`config.mk`:
```
export PLATFORM = sky130hd
export DESIGN_NAME = rcsl_reset_cause
export DESIGN_NICKNAME = d
export VERILOG_FILES = /design/src/design/rcsl_clk_select.v /design/src/design/rcsl_reset_cause.v /design/src/design/rcsl_sync2.v
export VERILOG_INCLUDE_DIRS = /design/src /design/src/inc
export SDC_FILE = /design/constraint.sdc
export NUM_CORES = 1
export LEC_CHECK = 0
export BUFFER_PORTS_ARGS = -buffer_cell sky130_fd_sc_hd__clkbuf_2
export CAP_MARGIN = 20
export CORE_ASPECT_RATIO = 0.75
export CORE_UTILIZATION = 50
export DETAILED_ROUTE_END_ITERATION = 8
export GPL_TIMING_DRIVEN = 0
export PLACE_DENSITY = 0.77
export SLEW_MARGIN = 20
export SYNTH_ARGS = -nofsm -noshare
export SYNTH_HDL_FRONTEND = slang
export SYNTH_HIERARCHICAL = 1
export SYNTH_SLANG_ARGS = --single-unit
```
`constraint.sdc`:
```
create_clock -name ref_clk -period 3.64 [get_ports ref_clk]
set_clock_uncertainty 0.1 [all_clocks]
set_input_delay 0.364 -clock ref_clk [delete_from_list [all_inputs] [get_ports ref_clk]]
set_output_delay 0.364 -clock ref_clk [all_outputs]
set_load 0.05 [all_outputs]
```
`src/inc/rcsl_defs.vh`:
```
// rcsl_defs.vh: offsets, field positions, reset values for the reset cause block
// assumes: included by bare name from design files under design/
`ifndef RCSL_DEFS_VH
`define RCSL_DEFS_VH
// register byte addresses (axi4-lite, one aligned word each)
`define RCSL_ADDR_CAUSE     4'h0
`define RCSL_ADDR_IRQSTAT   4'h4
`define RCSL_ADDR_IRQCLR    4'h8
`define RCSL_ADDR_IRQEN     4'hc
`define RCSL_ADDR_CLKSEL    4'h0
// cause register bit positions
`define RCSL_B_TRAP     15
`define RCSL_B_ILLEGAL  14
`define RCSL_B_DEEPSLP  10
`define RCSL_B_CFGMIS   9
`define RCSL_B_PMPWR    8
`define RCSL_B_PIN      7
`define RCSL_B_SOFT     6
`define RCSL_B_WDOGEN   5
`define RCSL_B_WDOG_TO  4
`define RCSL_B_SLEEP    3
`define RCSL_B_IDLE     2
`define RCSL_B_BOR      1
`define RCSL_B_POR      0
// implemented bits, 13:11 read as zero
`define RCSL_CAUSE_MASK  16'hc7ff
// value after a power-on reset: brown-out and power-on flags set
`define RCSL_CAUSE_POR   16'h0003
// interrupt event count
`define RCSL_NEVT        4
// axi responses
`define RCSL_RESP_OKAY   2'h0
`define RCSL_RESP_SLVERR 2'h2
`endif

```
`src/design/rcsl_clk_select.v`:
```
// rcsl_clk_select.v: picks the system clock source when a reset ends
// assumes: one-cycle reset-type pulses and config levels on the same clock
`timescale 1ns/1ps
`default_nettype none
module rcsl_clk_select (
  input  wire       clk,
  input  wire       rstN,
  input  wire       porEvt,
  input  wire       borEvt,
  input  wire       warmEvt,
  input  wire       clkSwitchEn,
  input  wire [2:0] oscConfigField,
  input  wire [2:0] currentOscField,
  output reg  [2:0] clkSource
);
  // source latched at each reset; fuse value after a power-on
  always @(posedge clk or negedge rstN) begin
    if (!rstN) begin
      clkSource <= 3'h0;
    end else if (porEvt || borEvt) begin
      clkSource <= oscConfigField;
    end else if (warmEvt) begin
      clkSource <= clkSwitchEn ? currentOscField : oscConfigField;
    end
  end
endmodule // rcsl_clk_select
`default_nettype wire

```
`src/design/rcsl_reset_cause.v`:
```
// rcsl_reset_cause.v: reset-cause and power-state status register with axi4-lite access
// assumes: event inputs are asynchronous levels or pulses held at least three clocks;
// the power-on event is also signalled as porEvtIn after nrst releases.
//
// What this block does
// - deep-sleep flag set by sleep with enable
// - config mismatch reset sets bit nine
// - bit eight keeps program memory bias
// - pin reset sets bit seven
// - illegal opcode or pointer sets bit 14
// - watchdog on by bit or fuse
// - sleep instruction sets sleep flag
// - idle instruction sets idle flag
// - brown-out or power-on sets bit one
// - power-on sets bit zero
// - software writes never cause a reset
// - software may set or clear flags
// - switching on: cold fuses, warm current
// - switching off: always fuses
// - power-on clears all but bits 1:0
`timescale 1ns/1ps
`include "rcsl_defs.vh"
`default_nettype none
module rcsl_reset_cause (
  input  wire        ref_clk,
  input  wire        nrst,
  // asynchronous event levels from the reset and power controller
  input  wire        porEvtIn,
  input  wire        borEvtIn,
  input  wire        pinResetIn,
  input  wire        softResetIn,
  input  wire        watchdogTimeoutIn,
  input  wire        trapConflictIn,
  input  wire        illegalAccessIn,
  input  wire        configMismatchIn,
  input  wire        sleepInstrIn,
  input  wire        idleInstrIn,
  input  wire        deepSleepEnable,
  input  wire        sleepActive,
  input  wire        watchdogConfigFuse,
  input  wire        clkSwitchEn,
  input  wire [2:0]  oscConfigField,
  input  wire [2:0]  currentOscField,
  // axi4-lite slave
  input  wire [3:0]  s_axi_awaddr,
  input  wire        s_axi_awvalid,
  output reg         s_axi_awready,
  input  wire [31:0] s_axi_wdata,
  input  wire [3:0]  s_axi_wstrb,
  input  wire        s_axi_wvalid,
  output reg         s_axi_wready,
  output reg  [1:0]  s_axi_bresp,
  output reg         s_axi_bvalid,
  input  wire        s_axi_bready,
  input  wire [3:0]  s_axi_araddr,
  input  wire        s_axi_arvalid,
  output reg         s_axi_arready,
  output reg  [31:0] s_axi_rdata,
  output reg  [1:0]  s_axi_rresp,
  output reg         s_axi_rvalid,
  input  wire        s_axi_rready,
  // block outputs
  output reg         watchdogEnable,
  output reg         progmemBiasOn,
  output reg  [2:0]  clkSource,
  output reg         irq
);
  // reset release synchroniser
  reg  rstMeta_q;
  reg  rstN_q;
  wire rstN = rstN_q;

  // asynchronous assert, two-flop release
  always @(posedge ref_clk or negedge nrst) begin
    if (!nrst) begin
      rstMeta_q <= 1'b0;
      rstN_q    <= 1'b0;
    end else begin
      rstMeta_q <= 1'b1;
      rstN_q    <= rstMeta_q;
    end
  end

  // synchronised event levels and their previous values
  wire [9:0]  evtSync;
  reg  [9:0]  evtPrev_q;
  wire [9:0]  evtRise = evtSync & ~evtPrev_q;
  wire        deepEnSync;
  wire        wdtFuseSync;
  wire        sleepSync;

  // event, enable, fuse and sleep levels pass two flops; the clock config levels go straight to uClk
  rcsl_sync2 #(.W(13)) uSync (
    .clk  (ref_clk),
    .rstN (rstN),
    .din  ({sleepActive, watchdogConfigFuse, deepSleepEnable, idleInstrIn,
            sleepInstrIn, configMismatchIn, illegalAccessIn, trapConflictIn,
            watchdogTimeoutIn, softResetIn, pinResetIn, borEvtIn, porEvtIn}),
    .dout ({sleepSync, wdtFuseSync, deepEnSync, evtSync})
  );

  // latency: an event level reaches the edge detector two clocks after it
  // rises and lands in the cause register on the third edge; a pulse shorter
  // than that can slip between samples and be lost, so the controller must
  // hold each level for at least three clocks.
  // the enable, fuse and sleep levels share the same two-stage delay, which
  // keeps deep-sleep enable lined up with the sleep event edge that it
  // qualifies.

  // edge memory for one-cycle event pulses
  always @(posedge ref_clk or negedge rstN) begin
    if (!rstN) begin
      evtPrev_q <= 10'h000;
    end else begin
      evtPrev_q <= evtSync;
    end
  end

  // named event pulses
  wire porEvt   = evtRise[0];
  wire borEvt   = evtRise[1];
  wire pinEvt   = evtRise[2];
  wire softEvt  = evtRise[3];
  wire wdogToEvt = evtRise[4];
  wire trapEvt  = evtRise[5];
  wire illEvt   = evtRise[6];
  wire cfgEvt   = evtRise[7];
  wire sleepEvt = evtRise[8];
  wire idleEvt  = evtRise[9];

  // byte-lane merge of a write into the low halfword
  function [15:0] laneMerge;
    input [15:0] old;
    input [15:0] newv;
    input [1:0]  strb;
    begin
      laneMerge = {strb[1] ? newv[15:8] : old[15:8], strb[0] ? newv[7:0] : old[7:0]};
    end
  endfunction

  // axi write channel capture: address and data taken in either order
  reg [3:0]  wrAddr_q;
  reg [31:0] wrData_q;
  reg [3:0]  wrStrb_q;
  reg        haveAw_q;
  reg        haveW_q;
  wire       wrFire = haveAw_q && haveW_q && !s_axi_bvalid;

  always @(posedge ref_clk or negedge rstN) begin
    if (!rstN) begin
      haveAw_q      <= 1'b0;
      haveW_q       <= 1'b0;
      wrAddr_q      <= 4'h0;
      wrData_q      <= 32'h0000_0000;
      wrStrb_q      <= 4'h0;
      s_axi_awready <= 1'b0;
      s_axi_wready  <= 1'b0;
      s_axi_bvalid  <= 1'b0;
      s_axi_bresp   <= `RCSL_RESP_OKAY;
    end else begin
      // ready offered only while the slot is empty
      s_axi_awready <= !haveAw_q && !s_axi_awready;
      s_axi_wready  <= !haveW_q && !s_axi_wready;
      if (s_axi_awvalid && s_axi_awready) begin
        haveAw_q <= 1'b1;
        wrAddr_q <= s_axi_awaddr;
      end
      if (s_axi_wvalid && s_axi_wready) begin
        haveW_q  <= 1'b1;
        wrData_q <= s_axi_wdata;
        wrStrb_q <= s_axi_wstrb;
      end
      // response follows both halves
      if (wrFire) begin
        s_axi_bvalid <= 1'b1;
        s_axi_bresp  <= (wrAddr_q == `RCSL_ADDR_IRQSTAT) ? `RCSL_RESP_SLVERR :
                        (wrAddr_q[1:0] != 2'h0) ? `RCSL_RESP_SLVERR : `RCSL_RESP_OKAY;
        haveAw_q     <= 1'b0;
        haveW_q      <= 1'b0;
      end else if (s_axi_bvalid && s_axi_bready) begin
        s_axi_bvalid <= 1'b0;
      end
    end
  end

  wire wrCause = wrFire && (wrAddr_q == `RCSL_ADDR_CAUSE);
  wire wrClr   = wrFire && (wrAddr_q == `RCSL_ADDR_IRQCLR);
  wire wrEn    = wrFire && (wrAddr_q == `RCSL_ADDR_IRQEN);

  // reset cause register
  reg  [15:0] cause_q;
  reg  [15:0] cause_d;
  reg  [15:0] swVal;

  // software write first, hardware events override so a write never drops a hardware set; a power-on event replaces the whole value
  always @* begin
    swVal   = laneMerge(cause_q, wrData_q[15:0], wrStrb_q[1:0]);
    cause_d = cause_q;
    if (wrCause) begin
      cause_d = swVal & `RCSL_CAUSE_MASK;
    end
    if (sleepEvt || idleEvt) begin
      cause_d[`RCSL_B_WDOG_TO] = 1'b0;
    end
    if (illEvt) cause_d[`RCSL_B_ILLEGAL] = 1'b1;
    if (trapEvt) cause_d[`RCSL_B_TRAP] = 1'b1;
    if (cfgEvt) cause_d[`RCSL_B_CFGMIS] = 1'b1;
    if (pinEvt) cause_d[`RCSL_B_PIN] = 1'b1;
    // software reset instruction flag
    if (softEvt) cause_d[`RCSL_B_SOFT] = 1'b1;
    if (wdogToEvt) cause_d[`RCSL_B_WDOG_TO] = 1'b1;
    if (sleepEvt) cause_d[`RCSL_B_SLEEP] = 1'b1;
    if (sleepEvt && deepEnSync) cause_d[`RCSL_B_DEEPSLP] = 1'b1;
    if (idleEvt) cause_d[`RCSL_B_IDLE] = 1'b1;
    if (borEvt) cause_d[`RCSL_B_BOR] = 1'b1;
    if (porEvt) cause_d = `RCSL_CAUSE_POR;
  end

  // cause register state; async reset is the power-on image
  always @(posedge ref_clk or negedge rstN) begin
    if (!rstN) begin
      cause_q <= `RCSL_CAUSE_POR;
    end else begin
      cause_q <= cause_d;
    end
  end

  // interrupt status: one sticky bit per event group
  wire [3:0] irqEvt = {sleepEvt | idleEvt, wdogToEvt, trapEvt | illEvt | cfgEvt,
                       pinEvt | softEvt | borEvt | porEvt};
  reg  [3:0] irqStat_q;
  reg  [3:0] irqEn_q;
  genvar gi;

  // one sticky bit per event group, set wins over clear
  generate
    for (gi = 0; gi < `RCSL_NEVT; gi = gi + 1) begin : gIrq
      always @(posedge ref_clk or negedge rstN) begin
        if (!rstN) begin
          irqStat_q[gi] <= 1'b0;
        end else if (irqEvt[gi]) begin
          irqStat_q[gi] <= 1'b1;
        end else if (wrClr && wrStrb_q[0] && wrData_q[gi]) begin
          irqStat_q[gi] <= 1'b0;
        end
      end
    end
  endgenerate

  // enable register and level interrupt
  always @(posedge ref_clk or negedge rstN) begin
    if (!rstN) begin
      irqEn_q <= 4'h0;
      irq     <= 1'b0;
    end else begin
      if (wrEn && wrStrb_q[0]) begin
        irqEn_q <= wrData_q[3:0];
      end
      irq <= |(irqStat_q & irqEn_q);
    end
  end

  // block outputs from flops
  always @(posedge ref_clk or negedge rstN) begin
    if (!rstN) begin
      watchdogEnable <= 1'b0;
      progmemBiasOn  <= 1'b1;
    end else begin
      watchdogEnable <= cause_q[`RCSL_B_WDOGEN] | wdtFuseSync;
      // bias kept or dropped in sleep
      progmemBiasOn  <= !sleepSync | cause_q[`RCSL_B_PMPWR];
    end
  end

  // clock source choice at reset
  wire [2:0] clkSel;
  rcsl_clk_select uClk (
    .clk             (ref_clk),
    .rstN            (rstN),
    .porEvt          (porEvt),
    .borEvt          (borEvt),
    .warmEvt         (pinEvt | wdogToEvt | softEvt),
    .clkSwitchEn     (clkSwitchEn),
    .oscConfigField  (oscConfigField),
    .currentOscField (currentOscField),
    .clkSource       (clkSel)
  );

  // registered copy so the port comes straight from a flop
  always @(posedge ref_clk or negedge rstN) begin
    if (!rstN) begin
      clkSource <= 3'h0;
    end else begin
      clkSource <= clkSel;
    end
  end

  // read channel: one read at a time, answer one cycle after the address
  always @(posedge ref_clk or negedge rstN) begin
    if (!rstN) begin
      s_axi_arready <= 1'b0;
      s_axi_rvalid  <= 1'b0;
      s_axi_rdata   <= 32'h0000_0000;
      s_axi_rresp   <= `RCSL_RESP_OKAY;
    end else begin
      s_axi_arready <= !s_axi_rvalid && !s_axi_arready;
      if (s_axi_arvalid && s_axi_arready) begin
        s_axi_rvalid <= 1'b1;
        s_axi_rresp  <= `RCSL_RESP_OKAY;
        case (s_axi_araddr)
          `RCSL_ADDR_CAUSE:   s_axi_rdata <= {16'h0000, cause_q};
          `RCSL_ADDR_IRQSTAT: s_axi_rdata <= {28'h0000000, irqStat_q};
          `RCSL_ADDR_IRQCLR:  s_axi_rdata <= 32'h0000_0000;
          `RCSL_ADDR_IRQEN:   s_axi_rdata <= {28'h0000000, irqEn_q};
          default: begin
            s_axi_rdata <= 32'h0000_0000;
            s_axi_rresp <= `RCSL_RESP_SLVERR;
          end
        endcase
      end else if (s_axi_rvalid && s_axi_rready) begin
        s_axi_rvalid <= 1'b0;
      end
    end
  end
endmodule // rcsl_reset_cause
`default_nettype wire

```
`src/design/rcsl_sync2.v`:
```
// rcsl_sync2.v: two-flop synchroniser for a vector of asynchronous levels
// assumes: inputs come from outside the clock domain; rstN is already synchronous-release
`timescale 1ns/1ps
`default_nettype none
module rcsl_sync2 #(
  parameter W = 1
) (
  input  wire         clk,
  input  wire         rstN,
  input  wire [W-1:0] din,
  output reg  [W-1:0] dout
);
  reg [W-1:0] meta_q; // first stage, read only by the second

  // two flip-flops before any logic sees the level
  always @(posedge clk or negedge rstN) begin
    if (!rstN) begin
      meta_q <= {W{1'b0}};
      dout   <= {W{1'b0}};
    end else begin
      meta_q <= din;
      dout   <= meta_q;
    end
  end
endmodule // rcsl_sync2
`default_nettype wire

```
==> results of run 1 <==
==> final cells by class <==
class / count / share of cell area (%)
clock buffer: 11 / 3.01
multi-input combinational: 175 / 24.0
timing repair buffer: 87 / 10.4
buffer: 27 / 3.66
tap: 105 / 2.61
inverter: 8 / 0.597
sequential: 109 / 54.4
clock inverter: 5 / 1.34
==> power by group through the flow <==
stage | combinational, mW | clock [mW] | sequential, mW
final | 0.829 | 0.767 | 1.66
after global routing | 0.904 | 0.837 | 1.70
after CTS | 0.840 | 0.779 | 1.66
after detailed placement | 0.828 | 0 | 1.68
after global placement | 0.781 | 0 | 1.67
after floorplan | 0.425 | 0 | 1.85
==> state kept, by name, indices dropped and copies added (netlist names), 2 cells and up <==
signal,count
irqStat_q,4
s_axi_rdata,13
wrAddr_q,4
cause_q,13
clkSource,3
wrStrb_q,2
uSync/dout,13
evtPrev_q,10
uClk/clkSource,3
wrData_q,13
uSync/meta_q,13
irqEn_q,4
==> worst max-delay path, cell delays in order (launching register included) <==
cell       delay (ps)
dfrtp_1           360
nand2b_1          190
inv_1             160
clkbuf_1          500
nor2_1            190
a21boi_0          190
a2bb2oi_1         150
==> kinds of logic (layout without fill, tap and decap cells) <==
family / after synthesis / count (layout) / synth area share [%]
compound gates: 49 / 49 / 8.28
simple gates: 70 / 70 / 10.2
flops: 109 / 109 / 67.0
other cells: 2 / 22 / 0.184
mux: 34 / 34 / 9.05
buf+inv: 35 / 138 / 5.25
==> synthesized netlist by cell type <==
master | instances | area share, %
a2111o_1 | 1 | 0.28
a21boi_0 | 2 | 0.37
a21o_1 | 3 | 0.55
a21oi_1 | 10 | 1.2
a221o_1 | 1 | 0.25
a22o_1 | 13 | 2.8
a22oi_1 | 2 | 0.37
a2bb2oi_1 | 2 | 0.43
a31oi_1 | 4 | 0.61
and3_1 | 1 | 0.15
buf_4 | 22 | 4.1
clkbuf_1 | 5 | 0.46
conb_1 | 2 | 0.18
dfrtp_1 | 106 | 65
dfstp_2 | 3 | 1.9
inv_1 | 8 | 0.74
mux2_2 | 23 | 6.4
mux2i_1 | 11 | 2.7
nand2_1 | 23 | 2.1
nand2b_1 | 10 | 1.5
nand3_1 | 9 | 1.1
nand3b_1 | 1 | 0.18
nand3b_4 | 1 | 0.49
nor2_1 | 9 | 0.83
nor2b_1 | 2 | 0.31
nor3_1 | 1 | 0.12
nor3_2 | 2 | 0.49
nor4_2 | 1 | 0.31
nor4_4 | 2 | 1.0
o21ai_0 | 8 | 0.98
o21ai_1 | 1 | 0.12
o22ai_1 | 2 | 0.31
or2_1 | 1 | 0.15
or2_2 | 2 | 0.31
or3_1 | 1 | 0.15
or3_4 | 1 | 0.28
or4_1 | 1 | 0.18
or4b_1 | 2 | 0.49
==> path summary, 6_finish.rpt <==
path                                            from                            end  slack, ps  depth (start not counted)
max in group asynchronous             rstN$_DFF_PN0_         cause_q[1]$_DFFE_PN1P_       2460                          1
min in group asynchronous                       nrst                 rstN$_DFF_PN0_        210                          2
setup reg to reg              evtPrev_q[0]$_DFF_PN0_  uClk/clkSource[1]$_DFFE_PN0P_       1680                          6
setup / recovery              evtPrev_q[0]$_DFF_PN0_  uClk/clkSource[1]$_DFFE_PN0P_       1680                          6
hold reg to reg            uSync/meta_q[3]$_DFF_PN0_        uSync/dout[3]$_DFF_PN0_        250                          0
hold / removal                       deepSleepEnable     uSync/meta_q[10]$_DFF_PN0_         20                          1
==> layer usage <==
metal / GRT usage, % / vias up / part of all wire, %
li1: - / 1233 / -
met1: 24.6 / 1225 / 46
met2: 31.2 / 66 / 49
met3: 5.03 / 9 / 4.4
met4: 6.81 / 0 / 1.4
met5: 0 / - / 0
==> timing repair <==
item	CTS	global route
setup endpoints to repair	0	0
hold buffers	13	0
gates resized for setup	0	0
hold endpoints to repair	14	0
buffers inserted	0	0
==> out/qor.yml, run 1 <==
setup_violations: 0
finalNonFillerCells: 527
die_width_um: 106
peakVddDrop_mv: 0.581
placedCellCount: 498
switching_power_mw: 1.13
p_per_area_nw_per_um2: 647
fillCellCount: 652
intPower_mw: 2.13
firstDrtPassIters: 4
p_comb_share_pct: 25.5
dieHeight_um: 80.2
end_kind: "register"
period_needed_ps: 1960
clk_path_buf_depth: 2
overflow: 0
route.detailed.wl_per_inst_um: 13.8
drv_slew: 0
swShare_pct: 34.6
remaining_drc_errors: 0
synth_cell_types: 38
antenna_found_initial: 0
dp_hpwl_mm: 5.34
register_area_um2: 2740
p_leak_nw: 2.43
fp-row-count: 28
fmax_mhz: 511
crit_arrival_ps: 2120
num_io_pins: 118
layout-drive-gt1-share_pct: 35.1
drt_iter0_markers: 101
grt_setup_unrepaired: "false"
grt_pass1_vias: 2526
htree_levels: 3
core_area_um2: 7880
synth-seq-cells: 109
areaGrowthSynthToFinish_pct: 23.4
vias_per_cell: 4.81
diodes: 0
period_share_pct: 53.8
tns_ps: 0
clkPwrFrac_pct: 23.6
status: "completed"
cts_buffers: 9
postLayoutCoreUtil_pct: 63.8
clk_pin_slew_worst_paths_ps: 110
ctsRootBufferMaster: "clkbuf_8"
design_area_um2: 5030
grt_pass1_wl_mm: 12.1
multi_input_area_um2: 1210
worstSkewPairLatency_ps: 370
netlist_instances: 299
grt_max_degree: 62
place_ws_ps: 1690
start_kind: "register"
final_cell_mix: "dfrtp_1 (105), clkbuf_2 (73), nand2_1 (23), mux2_2 (23)"
place_congestion: 0.735
mostFrequentLayoutCell: "dfrtp_1"
hold_viol: 0
yosysWarningCount: 6
slew_headroom_pct: 55.0
numClockSinks: 109
cts_tree: "done"
yosysSeqAreaShare_pct: 67.0
crit_type: "reg2reg"
portBuffers: 73
drt-total-wl_mm: 7.27
tightest_slew_ps: 672
power_frac_seq_pct: 50.9
ant_nets: 0
grtUsageTotal_pct: 19.0
syn-cell-area_um2: 4080
finalPower_mw: 3.25
hp-class: "in2reg"
critPathMaxFanout: 12
dieArea_um2: 8520
vias: 2533
hold_ws_ps: 24.2
initial_core_util_pct: 51.7
final_nets: 488
place_area_um2: 4680
crit_required_ps: 3800
postLayoutSetupSlackWorst_ps: 1680
syn_area_per_cell_um2: 13.6
maxCapViolations: 0
No activity file was read; power rests on OpenSTA's default activity.
==> run 2, diff against run 1 <==
Settings changed: CORE_UTILIZATION 50 to 46, PLACE_DENSITY 0.77 to 0.75.
Clock period 3.64 ns to 1.8 ns, I/O delays scaled along.
==> run 2 against run 1 <==
  * Via count increased by 6.8%
  * Worst setup slack got worse by 1600 ps
  * Sequential share of layout area decreased by 4.4 points
  * Wire length increased by 11%
  * Sequential cell count unchanged
  * Hold slack got worse by 1.4 ps
  * Highest routed layer unchanged
==> out/qor.yml, run 2 (synthesis gave the netlist of run 1 again) <==
status: "completed"
num_io_pins: 118  # unchanged
hp-class: "in2reg"
crit_type: "reg2reg"
reg2reg_slack_ps: 50  # -1630 ps
p_per_area_nw_per_um2: 1270  # +96%
grt_pass1_vias: 2669  # +5.7%
layout-drive-gt1-share_pct: 37.8  # +2.7 points
finalNonFillerCells: 563  # +6.8%
r2r_start: "wrAddr_q[0]$_DFFE_PN0P_"
fmax_mhz: 572  # +12%
firstDrtPassIters: 4  # unchanged
critPathMaxFanout: 4  # -8
portBuffers: 73  # unchanged
design_area_um2: 5490  # +9.1%
rr_worst_depth: 6  # unchanged
initial_core_util_pct: 47.8  # -3.9 points
drt_iter0_markers: 71  # -30%
core_area_um2: 8530  # +8.2%
vias_per_cell: 4.81  # about the same
dp_hpwl_mm: 5.37  # +0.46%
tightest_slew_ps: 620  # -51.8 ps
clk_path_buf_depth: 2  # unchanged
grt_pass1_wl_mm: 13.2  # +9.0%
hold_viol: 0  # unchanged
htree_levels: 3  # unchanged
place_congestion: 0.777  # +5.7%
hold_start: "s_axi_wvalid"
place_ws_ps: -152  # -1850 ps
crit_arrival_ps: 1890  # -230 ps
vias: 2706  # +6.8%
antenna_found_initial: 0  # unchanged
drv_slew: 0  # unchanged
ctsRootBufferMaster: "clkbuf_16"
grt_setup_unrepaired: "true"
maxCapViolations: 0  # unchanged
clk_pin_slew_worst_paths_ps: 70  # -40 ps
end_kind: "register"
mostFrequentLayoutCell: "dfrtp_1"
slew_headroom_pct: 58.7  # +3.7 points
period_needed_ps: 1750  # -211 ps
hold_end: "haveW_q$_DFFE_PN0P_"
place_area_um2: 4710  # +0.56%
crit_required_ps: 1940  # -1860 ps
remaining_drc_errors: 0  # unchanged
cts_tree: "done"
grt_max_degree: 53  # -15%
diodes: 0  # unchanged
r2r-end: "irqStat_q[2]$_DFFE_PN0P_"
numClockSinks: 109  # unchanged
final_nets: 521  # +6.8%
drt-total-wl_mm: 8.08  # +11%
areaGrowthSynthToFinish_pct: 34.6
route.detailed.wl_per_inst_um: 14.4  # +4.0%
worstSkewPairLatency_ps: 350  # -20 ps
peakVddDrop_mv: 0.979  # +69%
dieArea_um2: 9250  # +8.5%
period_share_pct: 97.1  # +43 points
start_kind: "register"
whs_path_depth: 3  # +2
tns_ps: 0  # unchanged
overflow: 0  # unchanged
placedCellCount: 502  # +0.80%
p_leak_nw: 2.63  # +8.1%
die_width_um: 111  # +4.2%
fp-row-count: 29  # +3.6%
setup_violations: 0  # unchanged
finalPower_mw: 6.97  # +110%
grtUsageTotal_pct: 18.7  # -0.35 points
dieHeight_um: 83.5  # +4.1%
cts_buffers: 9  # unchanged
postLayoutSetupSlackWorst_ps: 53.0  # -1630 ps
ant_nets: 0  # unchanged
final_cell_mix: "dfrtp_1 (101), clkbuf_2 (74), dlygate4sd3_1 (37), buf_4 (29), mux2_2 (23)"
-- run 2: cell count changes in the layout (fill, tap and decap cells not counted), sizes merged --
cell         delta
inv             -1
clkinvlp        +3
dlygate4sd3    +24
clkbuf          -3
clkinv          +1
buf            +10
bufinv          -1
-- run 2: layout make-up --
| type | count | area (um2) |
|---|---|---|
| buffer | 27 | 193 |
| clock buffer | 9 | 225 |
| clock inverter | 7 | 42.5 |
| fill | 652 | 3040 |
| inverter | 8 | 30.0 |
| multi-input combinational | 175 | 1270 |
| sequential | 109 | 2740 |
| tap | 108 | 135 |
| timing repair buffer | 120 | 856 |
-- run 2: how the worst max path moves through the flow --
stage,start,slack [ps],to
6_report,wrAddr_q[0]$_DFFE_PN0P_,50,irqStat_q[2]$_DFFE_PN0P_
3_3_place_gp,evtPrev_q[0]$_DFF_PN0_,-100,uClk/clkSource[0]$_DFFE_PN0P_
2_1_floorplan,s_axi_bvalid$_DFFE_PN0P_,30,irqStat_q[0]$_DFFE_PN0P_
5_1_grt,wrAddr_q[1]$_DFFE_PN0P_,-10,cause_q[9]$_DFFE_PN0P_
4_1_cts,uSync/dout[2]$_DFF_PN0_,6,uClk/clkSource[2]$_DFFE_PN0P_
3_5_place_dp,evtPrev_q[0]$_DFF_PN0_,-150,uClk/clkSource[1]$_DFFE_PN0P_
-- run 2: worst max-delay path: stages, from the launching register on --
cell	delay, ps
dfrtp_1	400
or2_4	300
nor4_4	330
buf_4	170
buf_4	110
nand2_1	60
a21o_1	170
-- run 2: routing by layer --
metal / GRT usage, % / share of wire [%] / up-vias
li1: - / - / 1303
met1: 24.2 / 44 / 1313
met2: 30.2 / 49 / 80
met3: 5.37 / 4.6 / 10
met4: 6.67 / 1.6 / 0
met5: 0 / 0 / -
-- run 2: timing repair --
action / in CTS / in global routing
hold buffers: 37 / 0
buffers inserted: 2 / 5
gates cloned: 0 / 1
endpoints found under the setup margin: 23 / 14
resized for setup: 7 / 15
hold endpoints to repair: 38 / 0
pin swaps: 1 / 12
-- run 2: stage by stage --
| stage | hold slack [ps] | util (%) |
|---|---|---|
| 2_1_floorplan | -216 | - |
| 3_3_place_gp | -134 | 54.6 |
| 3_5_place_dp | -132 | 55.2 |
| 4_1_cts | 3.45 | 63.1 |
| 5_1_grt | 37.6 | 64.4 |
| 6_report | 22.8 | 64.4 |
-- run 2: where the power goes --
| part | internal [mW] | leakage (nW) | switching, mW |
|---|---|---|---|
| Sequential | 2.96 | 1.30 | 0.414 |
| Combinational | 0.696 | 1.20 | 1.12 |
| Clock | 0.927 | 0.127 | 0.846 |
| Total | 4.58 | 2.63 | 2.38 |
